$ cat src/design/sst_pkg.sv
`default_nettype none
package sst_pkg;
  // channel organisation: two groups of four, lowest channel of each group is master
  localparam int CH_NUM = 8;
  localparam int GRP_SIZE = 4;
  localparam int CNT_W = 16;
  localparam int FFCR_W = 6;
  localparam int IM_W = 3;
  localparam int TEN_W = 4;

  // prescaler tap 1: counter advances once every two clocks
  localparam int PRE_W = 2;
  localparam logic [PRE_W-1:0] PRE_LAST = 2'h1;
  localparam logic [PRE_W-1:0] PRE_RST = 2'h0;

  // values after reset, and the top of the counter range
  localparam logic [CNT_W-1:0] CNT_RST = 16'h0000;
  localparam logic [CNT_W-1:0] CNT_MAX = 16'hffff;
  localparam logic [TEN_W-1:0] TEN_RST = 4'h0;
  localparam logic FF_RST = 1'b0;

  // flip-flop control word: [1:0] action, [5:2] inversion trigger enables
  localparam int FF_ACT_LSB = 0;
  localparam int TEN_LSB = 2;
  localparam int TEN_M0 = 0;
  localparam int TEN_M1 = 1;
  localparam int TEN_C0 = 2;
  localparam int TEN_C1 = 3;
  localparam logic [1:0] FF_ACT_INV = 2'h0;
  localparam logic [1:0] FF_ACT_SET = 2'h1;
  localparam logic [1:0] FF_ACT_CLR = 2'h2;
  localparam logic [1:0] FF_ACT_KEEP = 2'h3;
  localparam logic [FFCR_W-1:0] FFCR_CLEAR = 6'h02;

  // interrupt mask bits, 1 suppresses the source
  localparam int IM_M0 = 0;
  localparam int IM_M1 = 1;
  localparam int IM_OVF = 2;
endpackage
`default_nettype wire

$ cat src/design/sst_edge_sync.sv
`default_nettype none
module sst_edge_sync
(
  input wire logic clk_i,
  input wire logic sys_rst_i,
  input wire logic pin_i,
  output logic rise_o
);
  logic meta_reg;
  logic sync_reg;
  logic last_reg;

  // two-flop synchroniser, then a registered rising-edge detect on the clean copy
  always_ff @(posedge clk_i)
  begin
    if (sys_rst_i)
    begin
      meta_reg <= 1'b0;
      sync_reg <= 1'b0;
      last_reg <= 1'b0;
      rise_o <= 1'b0;
    end
    else
    begin
      meta_reg <= pin_i;
      sync_reg <= meta_reg;
      last_reg <= sync_reg;
      rise_o <= sync_reg & ~last_reg;
    end
  end
endmodule
`default_nettype wire

$ cat src/design/sst_timer.sv
`default_nettype none
module sst_timer
(
  input wire logic clk_i,
  input wire logic sys_rst_i,
  input wire logic [sst_pkg::CH_NUM-1:0] timer_enable_i,
  input wire logic [sst_pkg::CH_NUM-1:0] counter_run_i,
  input wire logic [sst_pkg::CH_NUM-1:0] prescaler_run_i,
  input wire logic [sst_pkg::CH_NUM-1:0] sync_start_sel_i,
  input wire logic [sst_pkg::CH_NUM-1:0] capture_en_i,
  input wire logic [sst_pkg::CH_NUM-1:0] capture_input_pin_i,
  input wire logic [sst_pkg::CH_NUM*sst_pkg::CNT_W-1:0] compare_reg0_i,
  input wire logic [sst_pkg::CH_NUM*sst_pkg::CNT_W-1:0] compare_reg1_i,
  input wire logic [sst_pkg::CH_NUM-1:0] ffcr_wr_i,
  input wire logic [sst_pkg::CH_NUM*sst_pkg::FFCR_W-1:0] ffcr_wdata_i,
  input wire logic [sst_pkg::CH_NUM*sst_pkg::IM_W-1:0] irq_mask_i,
  input wire logic [sst_pkg::CH_NUM-1:0] port_function_sel_i,
  output logic [sst_pkg::CH_NUM*sst_pkg::CNT_W-1:0] up_counter_o,
  output logic [sst_pkg::CH_NUM*sst_pkg::CNT_W-1:0] capture_reg0_o,
  output logic [sst_pkg::CH_NUM*sst_pkg::TEN_W-1:0] toggle_en_o,
  output logic [sst_pkg::CH_NUM-1:0] output_flipflop_o,
  output logic [sst_pkg::CH_NUM-1:0] timer_output_pin_o,
  output logic [sst_pkg::CH_NUM-1:0] capture0_irq_o,
  output logic [sst_pkg::CH_NUM-1:0] compare_match_irq_o
);
  import sst_pkg::*;

  // counter step, wraps at the top of the 16-bit range
  function automatic logic [CNT_W-1:0] cnt_step(input logic [CNT_W-1:0] v);
    cnt_step = v + 16'h0001;
  endfunction

  // index of the master channel of the group that holds channel ch
  function automatic int master_of(input int ch);
    master_of = (ch / GRP_SIZE) * GRP_SIZE;
  endfunction

  logic [CH_NUM-1:0] own_run;
  logic [CH_NUM-1:0] run_eff;
  logic [CH_NUM-1:0] tick;
  logic [CH_NUM-1:0] cap_rise;
  logic [CH_NUM-1:0] cap_evt;
  logic [CH_NUM-1:0] match0;
  logic [CH_NUM-1:0] match1;
  logic [CH_NUM-1:0] wrap;
  logic [CH_NUM-1:0] flip;
  logic [PRE_W-1:0] pre_reg [CH_NUM];
  logic [CNT_W-1:0] cnt_reg [CH_NUM];
  logic [CNT_W-1:0] cap_reg [CH_NUM];
  logic [TEN_W-1:0] ten_reg [CH_NUM];
  logic [CH_NUM-1:0] ff_reg;
  logic [CH_NUM-1:0] ff_next;
  logic [CH_NUM-1:0] pin_reg;
  logic [CH_NUM-1:0] cap_irq_reg;
  logic [CH_NUM-1:0] cmp_irq_reg;

  genvar gi;
  generate
    for (gi = 0; gi < CH_NUM; gi = gi + 1)
    begin : g_ch
      localparam int MST = master_of(gi);
      localparam bit IS_MST = (MST == gi);
      wire logic [CNT_W-1:0] rg0 = compare_reg0_i[gi*CNT_W +: CNT_W];
      wire logic [CNT_W-1:0] rg1 = compare_reg1_i[gi*CNT_W +: CNT_W];
      wire logic [FFCR_W-1:0] ffcr = ffcr_wdata_i[gi*FFCR_W +: FFCR_W];
      wire logic [IM_W-1:0] mask = irq_mask_i[gi*IM_W +: IM_W];
      wire logic [1:0] act = ffcr[FF_ACT_LSB +: 2];
      wire logic [CNT_W-1:0] cnt_inc = cnt_step(cnt_reg[gi]);

      // the capture pin comes from outside the clock domain
      sst_edge_sync u_cap_sync
      (
        .clk_i(clk_i),
        .sys_rst_i(sys_rst_i),
        .pin_i(capture_input_pin_i[gi]),
        .rise_o(cap_rise[gi])
      );

      // run decode; a master ignores its own sync bit, so a stray 1 there cannot deadlock it
      assign own_run[gi] = timer_enable_i[gi] & counter_run_i[gi] & prescaler_run_i[gi];
      if (IS_MST)
      begin : g_mst
        assign run_eff[gi] = own_run[gi];
      end
      else
      begin : g_slv
        // a synced slave takes the master's run directly, so both leave reset state together
        assign run_eff[gi] = sync_start_sel_i[gi] ? run_eff[MST] : own_run[gi];
      end

      // prescaler tap and compare decode; matches fire on the edge that loads the new count
      assign tick[gi] = run_eff[gi] & (pre_reg[gi] == PRE_LAST);
      assign match0[gi] = tick[gi] & (cnt_inc == rg0);
      assign match1[gi] = tick[gi] & (cnt_inc == rg1);
      assign wrap[gi] = tick[gi] & (cnt_reg[gi] == CNT_MAX);
      assign cap_evt[gi] = cap_rise[gi] & capture_en_i[gi];

      // simultaneous triggers combine as parity, each one inverts once
      assign flip[gi] = (match0[gi] & ten_reg[gi][TEN_M0]) ^ (match1[gi] & ten_reg[gi][TEN_M1])
                      ^ (cap_evt[gi] & ten_reg[gi][TEN_C0]);
      // a control write takes priority over any trigger in the same cycle
      assign ff_next[gi] = !ffcr_wr_i[gi] ? ff_reg[gi] ^ flip[gi] :
                           (act == FF_ACT_INV) ? ~ff_reg[gi] :
                           (act == FF_ACT_SET) ? 1'b1 :
                           (act == FF_ACT_CLR) ? 1'b0 : ff_reg[gi];

      // prescaler and counter are held clear while stopped
      always_ff @(posedge clk_i)
      begin
        if (sys_rst_i || !run_eff[gi])
        begin
          pre_reg[gi] <= PRE_RST;
          cnt_reg[gi] <= CNT_RST;
        end
        else
        begin
          pre_reg[gi] <= tick[gi] ? PRE_RST : pre_reg[gi] + 2'h1;
          cnt_reg[gi] <= tick[gi] ? cnt_inc : cnt_reg[gi];
        end
      end

      // capture latch; the value stays put between edges so software may read it late
      always_ff @(posedge clk_i)
      begin
        if (sys_rst_i)
          cap_reg[gi] <= CNT_RST;
        else if (cap_evt[gi])
          cap_reg[gi] <= cnt_reg[gi];
      end

      // trigger enables and output flip-flop
      always_ff @(posedge clk_i)
      begin
        if (sys_rst_i)
        begin
          ten_reg[gi] <= TEN_RST;
          ff_reg[gi] <= FF_RST;
        end
        else
        begin
          ten_reg[gi] <= ffcr_wr_i[gi] ? ffcr[TEN_LSB +: TEN_W] : ten_reg[gi];
          ff_reg[gi] <= ff_next[gi];
        end
      end

      // interrupt pulses and pin drive; registered so no output glitches on decode
      always_ff @(posedge clk_i)
      begin
        if (sys_rst_i)
        begin
          cap_irq_reg[gi] <= 1'b0;
          cmp_irq_reg[gi] <= 1'b0;
          pin_reg[gi] <= 1'b0;
        end
        else
        begin
          cap_irq_reg[gi] <= cap_evt[gi];
          cmp_irq_reg[gi] <= (match0[gi] & ~mask[IM_M0]) | (match1[gi] & ~mask[IM_M1])
                           | (wrap[gi] & ~mask[IM_OVF]);
          pin_reg[gi] <= port_function_sel_i[gi] & ff_reg[gi];
        end
      end

      // output wiring, every bit straight from a flip-flop
      assign up_counter_o[gi*CNT_W +: CNT_W] = cnt_reg[gi];
      assign capture_reg0_o[gi*CNT_W +: CNT_W] = cap_reg[gi];
      assign toggle_en_o[gi*TEN_W +: TEN_W] = ten_reg[gi];
      assign output_flipflop_o[gi] = ff_reg[gi];
      assign timer_output_pin_o[gi] = pin_reg[gi];
      assign capture0_irq_o[gi] = cap_irq_reg[gi];
      assign compare_match_irq_o[gi] = cmp_irq_reg[gi];

    end
  endgenerate
endmodule
`default_nettype wire

$ cat config.mk
export PLATFORM = sky130hd
export DESIGN_NAME = sst_timer
export DESIGN_NICKNAME = d
export VERILOG_FILES = /design/src/design/sst_pkg.sv /design/src/design/sst_edge_sync.sv /design/src/design/sst_timer.sv
export SDC_FILE = /design/constraint.sdc
export NUM_CORES = 1
export LEC_CHECK = 0
export ABC_AREA = 1
export BUFFER_PORTS_ARGS = -buffer_cell sky130_fd_sc_hd__buf_2
export CORE_AREA = 2 2 280 282
export CTS_BUF_LIST = sky130_fd_sc_hd__clkbuf_16
export CTS_CLUSTER_DIAMETER = 60
export DETAILED_ROUTE_END_ITERATION = 6
export DIE_AREA = 0 0 282 284
export PLACE_DENSITY = 0.48
export SETUP_SLACK_MARGIN = 0.4
export SKIP_LAST_GASP = 1
export SLEW_MARGIN = 20
export SYNTH_ARGS = -nofsm -noshare
export SYNTH_HDL_FRONTEND = slang
export SYNTH_SLANG_ARGS = --single-unit
$ cat constraint.sdc
create_clock -name clk_i -period 2.3 [get_ports clk_i]
set_input_delay 0.46 -clock clk_i [delete_from_list [all_inputs] [get_ports clk_i]]
set_output_delay 0.46 -clock clk_i [all_outputs]
set_load 0.05 [all_outputs]
==> results.ini, run 1 <==
[routing]
wirelength_um = 101000
via_per_inst = 4.75
drc = 4
drtAntennaViolNets = 0
drtIter0Drc = 1439
drt_pass1_iterations = 7
vias = 25900
wire_per_inst_um = 18.5

[setup_path]
critPathRequiredTime_ns = 2.78
crit_chain = ha_4, nand2_4, nor2_4, buf_12, nand2_4, nand2_4, nand2_4, nand2_2, nand2_1, nor2_1, nand3_1, inv_1, nand2_2, nor2_2, nand3_1, nand2_1, nand2_1, nand3_1, a21oi_1
cp.arrival_ns = 2.67
path_class = flop to flop
cp_slowest_stage_delay_ns = 0.39
cpMostUsedCell = nand2_4
cp_max_fo = 6
cp-start-kind = flop
slowest_stage = dfxtp_4
cp-end-kind = flop

[finish]
fillers = 8284
final_layout_size_suffix_gt1_share_pct = 34.1
nNetsFinal = 4774
syn2layout_area_growth_pct = 42.9

[power]
p_leak_nw = 15.5
peakVddDrop_v = 0.000612
cellPowerDensity_nw_per_um2 = 546

[placement]
numPortBuffers = 711
hpwlAfterDp_um = 82700
gp_congestion = 0.943

[floorplan]
die_h_um = 284
io_pins = 714
die_area_sq_um = 80100
start_util_pct = 29.7
num_rows = 102
core_sq_um = 77000
die_x_um = 282

[clock_network]
cts_tree = yes
cts_buffers = 54
clockBufferDepth = 3
clkTransAtPathRegs_ns = 0.06
clock-sinks = 368
clk_latency_ns = 0.61
htreeDepth = 2
cts_root_buffer = clkbuf_16
hold_buffers = 0

[timing]
rsz0062_at_grt = yes
min_period_ns = 2.18
hold_viol = 0
tns_ns = 0
holdWs_ns = 0.0495
fmax_ghz = 0.458
maxSlewHeadroom_pct = 61.9
slew_viol_final = 0
finalCritPeriodShare_pct = 94.9
tightestPinTransition_ns = 0.571
setup_violations = 0
fin_skew_ns = 0.0276

[synth]
synth_area_sq_um = 22900
avgSynthCellArea_sq_um = 6.68
synth_warnings = 0
synthDominantCellAreaShare_pct = 21.0
yosysTopAreaCell = dfxtp_1
async_flop_share_pct = 0
synthFlopType = dfxtp_1
synthTopCellsByArea = dfxtp_1 21%, edfxtp_1 17%, nand2_1 16%, inv_1 7.9%, nand3_1 7.5%
netlist_instances = 3422
synth-edff-count = 128
synth_seq_area_share_pct = 37.8
postSynthNetCount = 3848
ys_types = 50
synth_seq_cells = 368

[global_routing]
top_usage_layer = met2
grt_pass1_vias = 24800
antenna_found_initial = 35
grt_use_met3_pct = 6.34
grt_max_degree = 20
gr-usage-met1_pct = 29.1
use_met2_pct = 41.1
grtUsageTotal_pct = 24.2
grt_pass1_wl_um = 148000
grt_remaining_overflow = 0

[status]
outcome = finished with violations
violations = DRC

[run]
maxCapViolCount = 0

[hold_path]
hp-class = input port to flop

## cell families after synthesis
logic type	count (synthesis)	share of synthesized area [%]
buffers and inverters	546	9.00
xor gates and xnor gates	56	2.67
AOI/OAI and AO/OA	337	7.89
and+or+nand+nor	2083	40.8
adders and majority gates	32	1.75
DFF	368	37.8
## layout by cell type, fill, tap and decap left out, drive strengths merged, types with 33 or more instances in the layout
master / synthesis / routed
nand2: 997 / 997
buf: 8 / 906
inv: 493 / 514
nor2: 484 / 486
nand3: 351 / 351
dfxtp: 240 / 240
o21ai: 163 / 163
a21oi: 142 / 142
edfxtp: 128 / 128
nand3b: 103 / 103
nand4: 74 / 74
clkbuf: 38 / 64
nor3: 47 / 47
xor2: 33 / 33
## final timing paths
check / from / endpoint / slack, ns / cells after the start
max: cnt_reg[1][33]$_SDFFE_PP0P_ / output_flipflop_o[6]$_SDFFE_PP0P_ / 0.12 / 19
min: capture_input_pin_i[7] / g_ch[7].u_cap_sync.meta_reg$_SDFF_PP0_ / 0.05 / 3
max reg2reg: cnt_reg[1][33]$_SDFFE_PP0P_ / output_flipflop_o[6]$_SDFFE_PP0P_ / 0.12 / 19
min reg2reg: g_ch[4].u_cap_sync.last_reg$_SDFF_PP0_ / g_ch[4].u_cap_sync.rise_o$_SDFF_PP0_ / 0.38 / 1
## through the flow
stage / utilization (%) / std cells / area (sq um) / power [mW] / setup WS (ns)
2_1_floorplan: - / 3422 / 23300 / 8.59 / 0.280
3_3_place_gp: 37.6 / 5247 / 29000 / 9.71 / -0.227
3_5_place_dp: 37.6 / 5247 / 29000 / 9.71 / -0.238
4_1_cts: 41.4 / 5411 / 31900 / 18.0 / 0.138
5_1_grt: 42.4 / 5445 / 32700 / 18.5 / -0.167
6_report: 42.4 / 5450 / 32700 / 17.9 / 0.117
## Yosys cell counts (17+ instances only)
| cell | count |
|---|---|
| nand3_1 | 341 |
| ha_1 | 32 |
| nand3b_1 | 103 |
| dfxtp_1 | 240 |
| o21ai_0 | 148 |
| clkbuf_1 | 37 |
| o211ai_1 | 17 |
| nand4_1 | 73 |
| nor2_2 | 32 |
| nand2_1 | 966 |
| nor2_1 | 436 |
| edfxtp_1 | 128 |
| nor3_1 | 46 |
| xor2_1 | 33 |
| inv_1 | 479 |
| a21oi_1 | 139 |
| nand2_2 | 28 |
## critical path: cells and delay by family, from the launching register on
kind,cells,cell delay (ns)
AND/OR/NAND/NOR,15,1.20
adder cells (fa/ha/maj),1,0.18
flip-flops,1,0.39
AO/OA/AOI/OAI,1,0.06
buffers and inverters,2,0.23
## final cells by class
cell class | instances | area (sq um) | share of cell area, %
flip-flops and latches | 368 | 8940 | 27.4
repair buffers | 914 | 5240 | 16.0
inverters | 500 | 1890 | 5.77
clock inverters | 46 | 358 | 1.10
well taps | 1040 | 1300 | 3.98
multi-input cells | 2510 | 13500 | 41.3
diodes | 16 | 40.0 | 0.123
clock buffers | 56 | 1400 | 4.29
## report_power, final
part	total [mW]	switching [mW]	internal [mW]
sequential	7.02	0.148	6.87
clock	8.19	3.40	4.79
combinational	2.64	1.80	0.843
## timing repair
item	in CTS	in global routing
resized for setup	188	155
pin swaps	83	112
gates cloned	2	0
buffers inserted	60	23
endpoints found under the setup margin	23	26
## per-layer routing
layer	vias to the layer above	share of wire, %
met2	814	48
met5	-	0.21
met1	11800	41
met3	201	7.8
li1	13000	-
met4	32	3.5
No activity file was read; power rests on OpenSTA's default activity.
==> run 2: changes to the inputs <==
Settings changed: SETUP_SLACK_MARGIN 0.4 to 0.05.
==> run 2 against run 1 <==
Against the previous run: the flow now finishes without violations; clock-buffer cell count up 2; critical path depth down 3; die area unchanged.
==> results.ini, run 2 (synthesis gave the netlist of run 1 again) <==
[routing]
drc = 0  ; was 4
drtIter0Drc = 1396  ; was 1439
drtAntennaViolNets = 0  ; unchanged
wirelength_um = 99900  ; was 101000 um
wire_per_inst_um = 18.1  ; was 18.5 um
drt_pass1_iterations = 7  ; unchanged
vias = 26200  ; was 25900
via_per_inst = 4.74  ; was 4.75

[global_routing]
grt_pass1_vias = 24700  ; was 24800
grtUsageTotal_pct = 23.8  ; was 24.2%
grt_remaining_overflow = 0  ; unchanged
antenna_found_initial = 30  ; was 35
grt_max_degree = 30  ; was 20
grt_pass1_wl_um = 146000  ; was 148000 um

[setup_path]
cp.arrival_ns = 2.80  ; was 2.67 ns
r2r_setup_slack_ns = 0.04  ; was 0.12 ns
crit_buf_inv = 3  ; was 2
cpMostUsedCell = nand2_1  ; was nand2_4
path_class = flop to flop  ; unchanged
critPathRequiredTime_ns = 2.84  ; was 2.78 ns
cp_top_family = simple AND/OR/NAND/NOR gates  ; unchanged
cp-end-kind = flop  ; unchanged
cp_max_fo = 8  ; was 6
slowest_stage = dfxtp_4  ; unchanged
cp_slowest_stage_delay_ns = 0.40  ; was 0.39 ns
crit_chain = clkinvlp_4, nor2_4, buf_12, buf_6, nand4_1, nand2_4, nand2_1, nand2_1, nand3_1, nor2_1, nand3_1, nand3_1, nand2_1, nand2_1, nand3_2, a21oi_2  ; was ha_4, nand2_4, nor2_4, buf_12, nand2_4, nand2_4, nand2_4, nand2_2, nand2_1, nor2_1, nand3_1, inv_1, nand2_2, nor2_2, nand3_1, nand2_1, nand2_1, nand3_1, a21oi_1
ff2ff_path_depth = 16  ; was 19
cp-start-kind = flop  ; unchanged
cp-startpoint = cnt_reg[1][0]$_SDFFE_PP0P_  ; was cnt_reg[1][33]$_SDFFE_PP0P_
r2r-start = cnt_reg[1][0]$_SDFFE_PP0P_  ; was cnt_reg[1][33]$_SDFFE_PP0P_
regToRegEndpoint = output_flipflop_o[4]$_SDFFE_PP0P_  ; was output_flipflop_o[6]$_SDFFE_PP0P_

[floorplan]
die_x_um = 282  ; unchanged
core_sq_um = 77000  ; unchanged
start_util_pct = 29.7  ; unchanged
die_h_um = 284  ; unchanged
io_pins = 714  ; unchanged
die_area_sq_um = 80100  ; unchanged
num_rows = 102  ; unchanged

[clock_network]
clock-sinks = 368  ; unchanged
cts_root_buffer = clkbuf_16  ; unchanged
cts_buffers = 55  ; was 54
cts_tree = yes  ; unchanged
clk_latency_ns = 0.60  ; was 0.61 ns
clkTransAtPathRegs_ns = 0.06  ; about the same
hold_buffers = 0  ; unchanged
clockBufferDepth = 3  ; unchanged
htreeDepth = 2  ; unchanged

[hold_path]
hold_start = ffcr_wdata_i[29]  ; was capture_input_pin_i[7]
whs_path_depth = 3  ; unchanged
whs_endpoint = ten_reg[1][3]$_SDFFE_PP0P_  ; was g_ch[7].u_cap_sync.meta_reg$_SDFF_PP0_
hp-class = input port to flop  ; unchanged

[timing]
maxSlewHeadroom_pct = 64.5  ; was 61.9%
fin_skew_ns = 0.0162  ; was 0.0276 ns
min_period_ns = 2.26  ; was 2.18 ns
tns_ns = 0  ; unchanged
finalCritPeriodShare_pct = 98.5  ; was 94.9%
hold_viol = 0  ; unchanged
fmax_ghz = 0.442  ; was 0.458 GHz
rsz0062_at_grt = yes  ; unchanged
tightestPinTransition_ns = 0.533  ; was 0.571 ns
slew_viol_final = 0  ; unchanged
setup_violations = 0  ; unchanged

[power]
p_leak_nw = 15.8  ; was 15.5 nW
cellPowerDensity_nw_per_um2 = 550  ; was 546 nW/um^2
peakVddDrop_v = 0.000580  ; was 0.000612 V
p_total_mw = 18.2  ; was 17.9 mW

[finish]
fillers = 8177  ; was 8284
final_layout_size_suffix_gt1_share_pct = 34.0  ; was 34.1%
final_util_pct = 43.0  ; was 42.4%
layout_common_cells = 829 x nand2_1, 710 x buf_2, 483 x inv_1, 377 x nor2_1, 303 x nand3_1  ; was 850 x nand2_1, 695 x buf_2, 488 x inv_1, 377 x nor2_1, 296 x nand3_1
nNetsFinal = 4845  ; was 4774
mostFrequentLayoutCell = nand2_1  ; unchanged
syn2layout_area_growth_pct = 44.6  ; was 42.9%

[placement]
hpwlAfterDp_um = 81300  ; was 82700 um
gp_congestion = 0.929  ; was 0.943
numPortBuffers = 711  ; unchanged

[run]
maxCapViolCount = 0  ; unchanged

[status]
outcome = complete, no violations  ; was finished with violations

-- run 2: cell count changes in the layout (fill, tap and decap cells not counted), moves of 7 or more --
cell / previous run / this run
nand2_1: 850 / 829
nand3_1: 296 / 303
nand2_2: 124 / 147
buf_6: 6 / 22
clkbuf_4: 8 / 0
dfxtp_4: 58 / 11
dfxtp_2: 59 / 43
buf_4: 197 / 246
buf_2: 695 / 710
dfxtp_1: 123 / 186
-- run 2: how the worst max path moves through the flow --
stage          cells past startpoint                                 to
2_1_floorplan                     17  output_flipflop_o[2]$_SDFFE_PP0P_
3_3_place_gp                      16  output_flipflop_o[0]$_SDFFE_PP0P_
3_5_place_dp                      16  output_flipflop_o[1]$_SDFFE_PP0P_
4_1_cts                           18  output_flipflop_o[0]$_SDFFE_PP0P_
5_1_grt                           19  output_flipflop_o[4]$_SDFFE_PP0P_
6_report                          16  output_flipflop_o[4]$_SDFFE_PP0P_
-- run 2: per-stage QoR --
step                setup WS (ns)  hold WS (ns)  cell area (sq um)  std cells
floorplan                  0.0105         0.373              22900       3422
finish                     0.0351        0.0780              33100       5523
global route               -0.119        0.0531              33100       5522
detailed placement        -0.0795         0.383              29400       5355
CTS                        0.0384        0.0300              31300       5463
global placement          -0.0728         0.377              29400       5355
-- run 2: per-layer routing --
layer / vias up / global-route usage [%] / wire length (um)
met5: - / 0 / 120
met4: 20 / 10.7 / 4270
met3: 206 / 4.72 / 6060
met2: 787 / 40.2 / 47600
met1: 12000 / 29.2 / 41800
li1: 13100 / - / -
-- run 2: area by class of cell --
class | count | area [sq um] | area share (%)
tap | 1040 | 1300 | 3.94
clock buffer | 58 | 1450 | 4.39
multi-input combinational | 2508 | 13400 | 40.6
clock inverter | 45 | 397 | 1.20
antenna | 18 | 45.0 | 0.136
sequential | 368 | 8740 | 26.5
timing repair buffer | 986 | 5810 | 17.6
inverter | 500 | 1890 | 5.70
-- run 2: power by group --
| group | leakage [nW] | switching [mW] | internal [mW] |
|---|---|---|---|
| Sequential | 3.30 | 0.140 | 6.92 |
| Combinational | 11.6 | 1.78 | 0.848 |
| Clock | 0.932 | 3.44 | 5.06 |
| Total | 15.8 | 5.36 | 12.8 |
-- run 2: tightest hold or removal path: stages --
cell    delay [ns]
buf_2         0.07
nor2_1        0.03
nor2_1        0.08
-- run 2: timing repair --
action,in CTS,in global routing
pin swaps,7,150
endpoints found under the setup margin,6,16
gates resized for setup,19,406
setup buffers,5,43
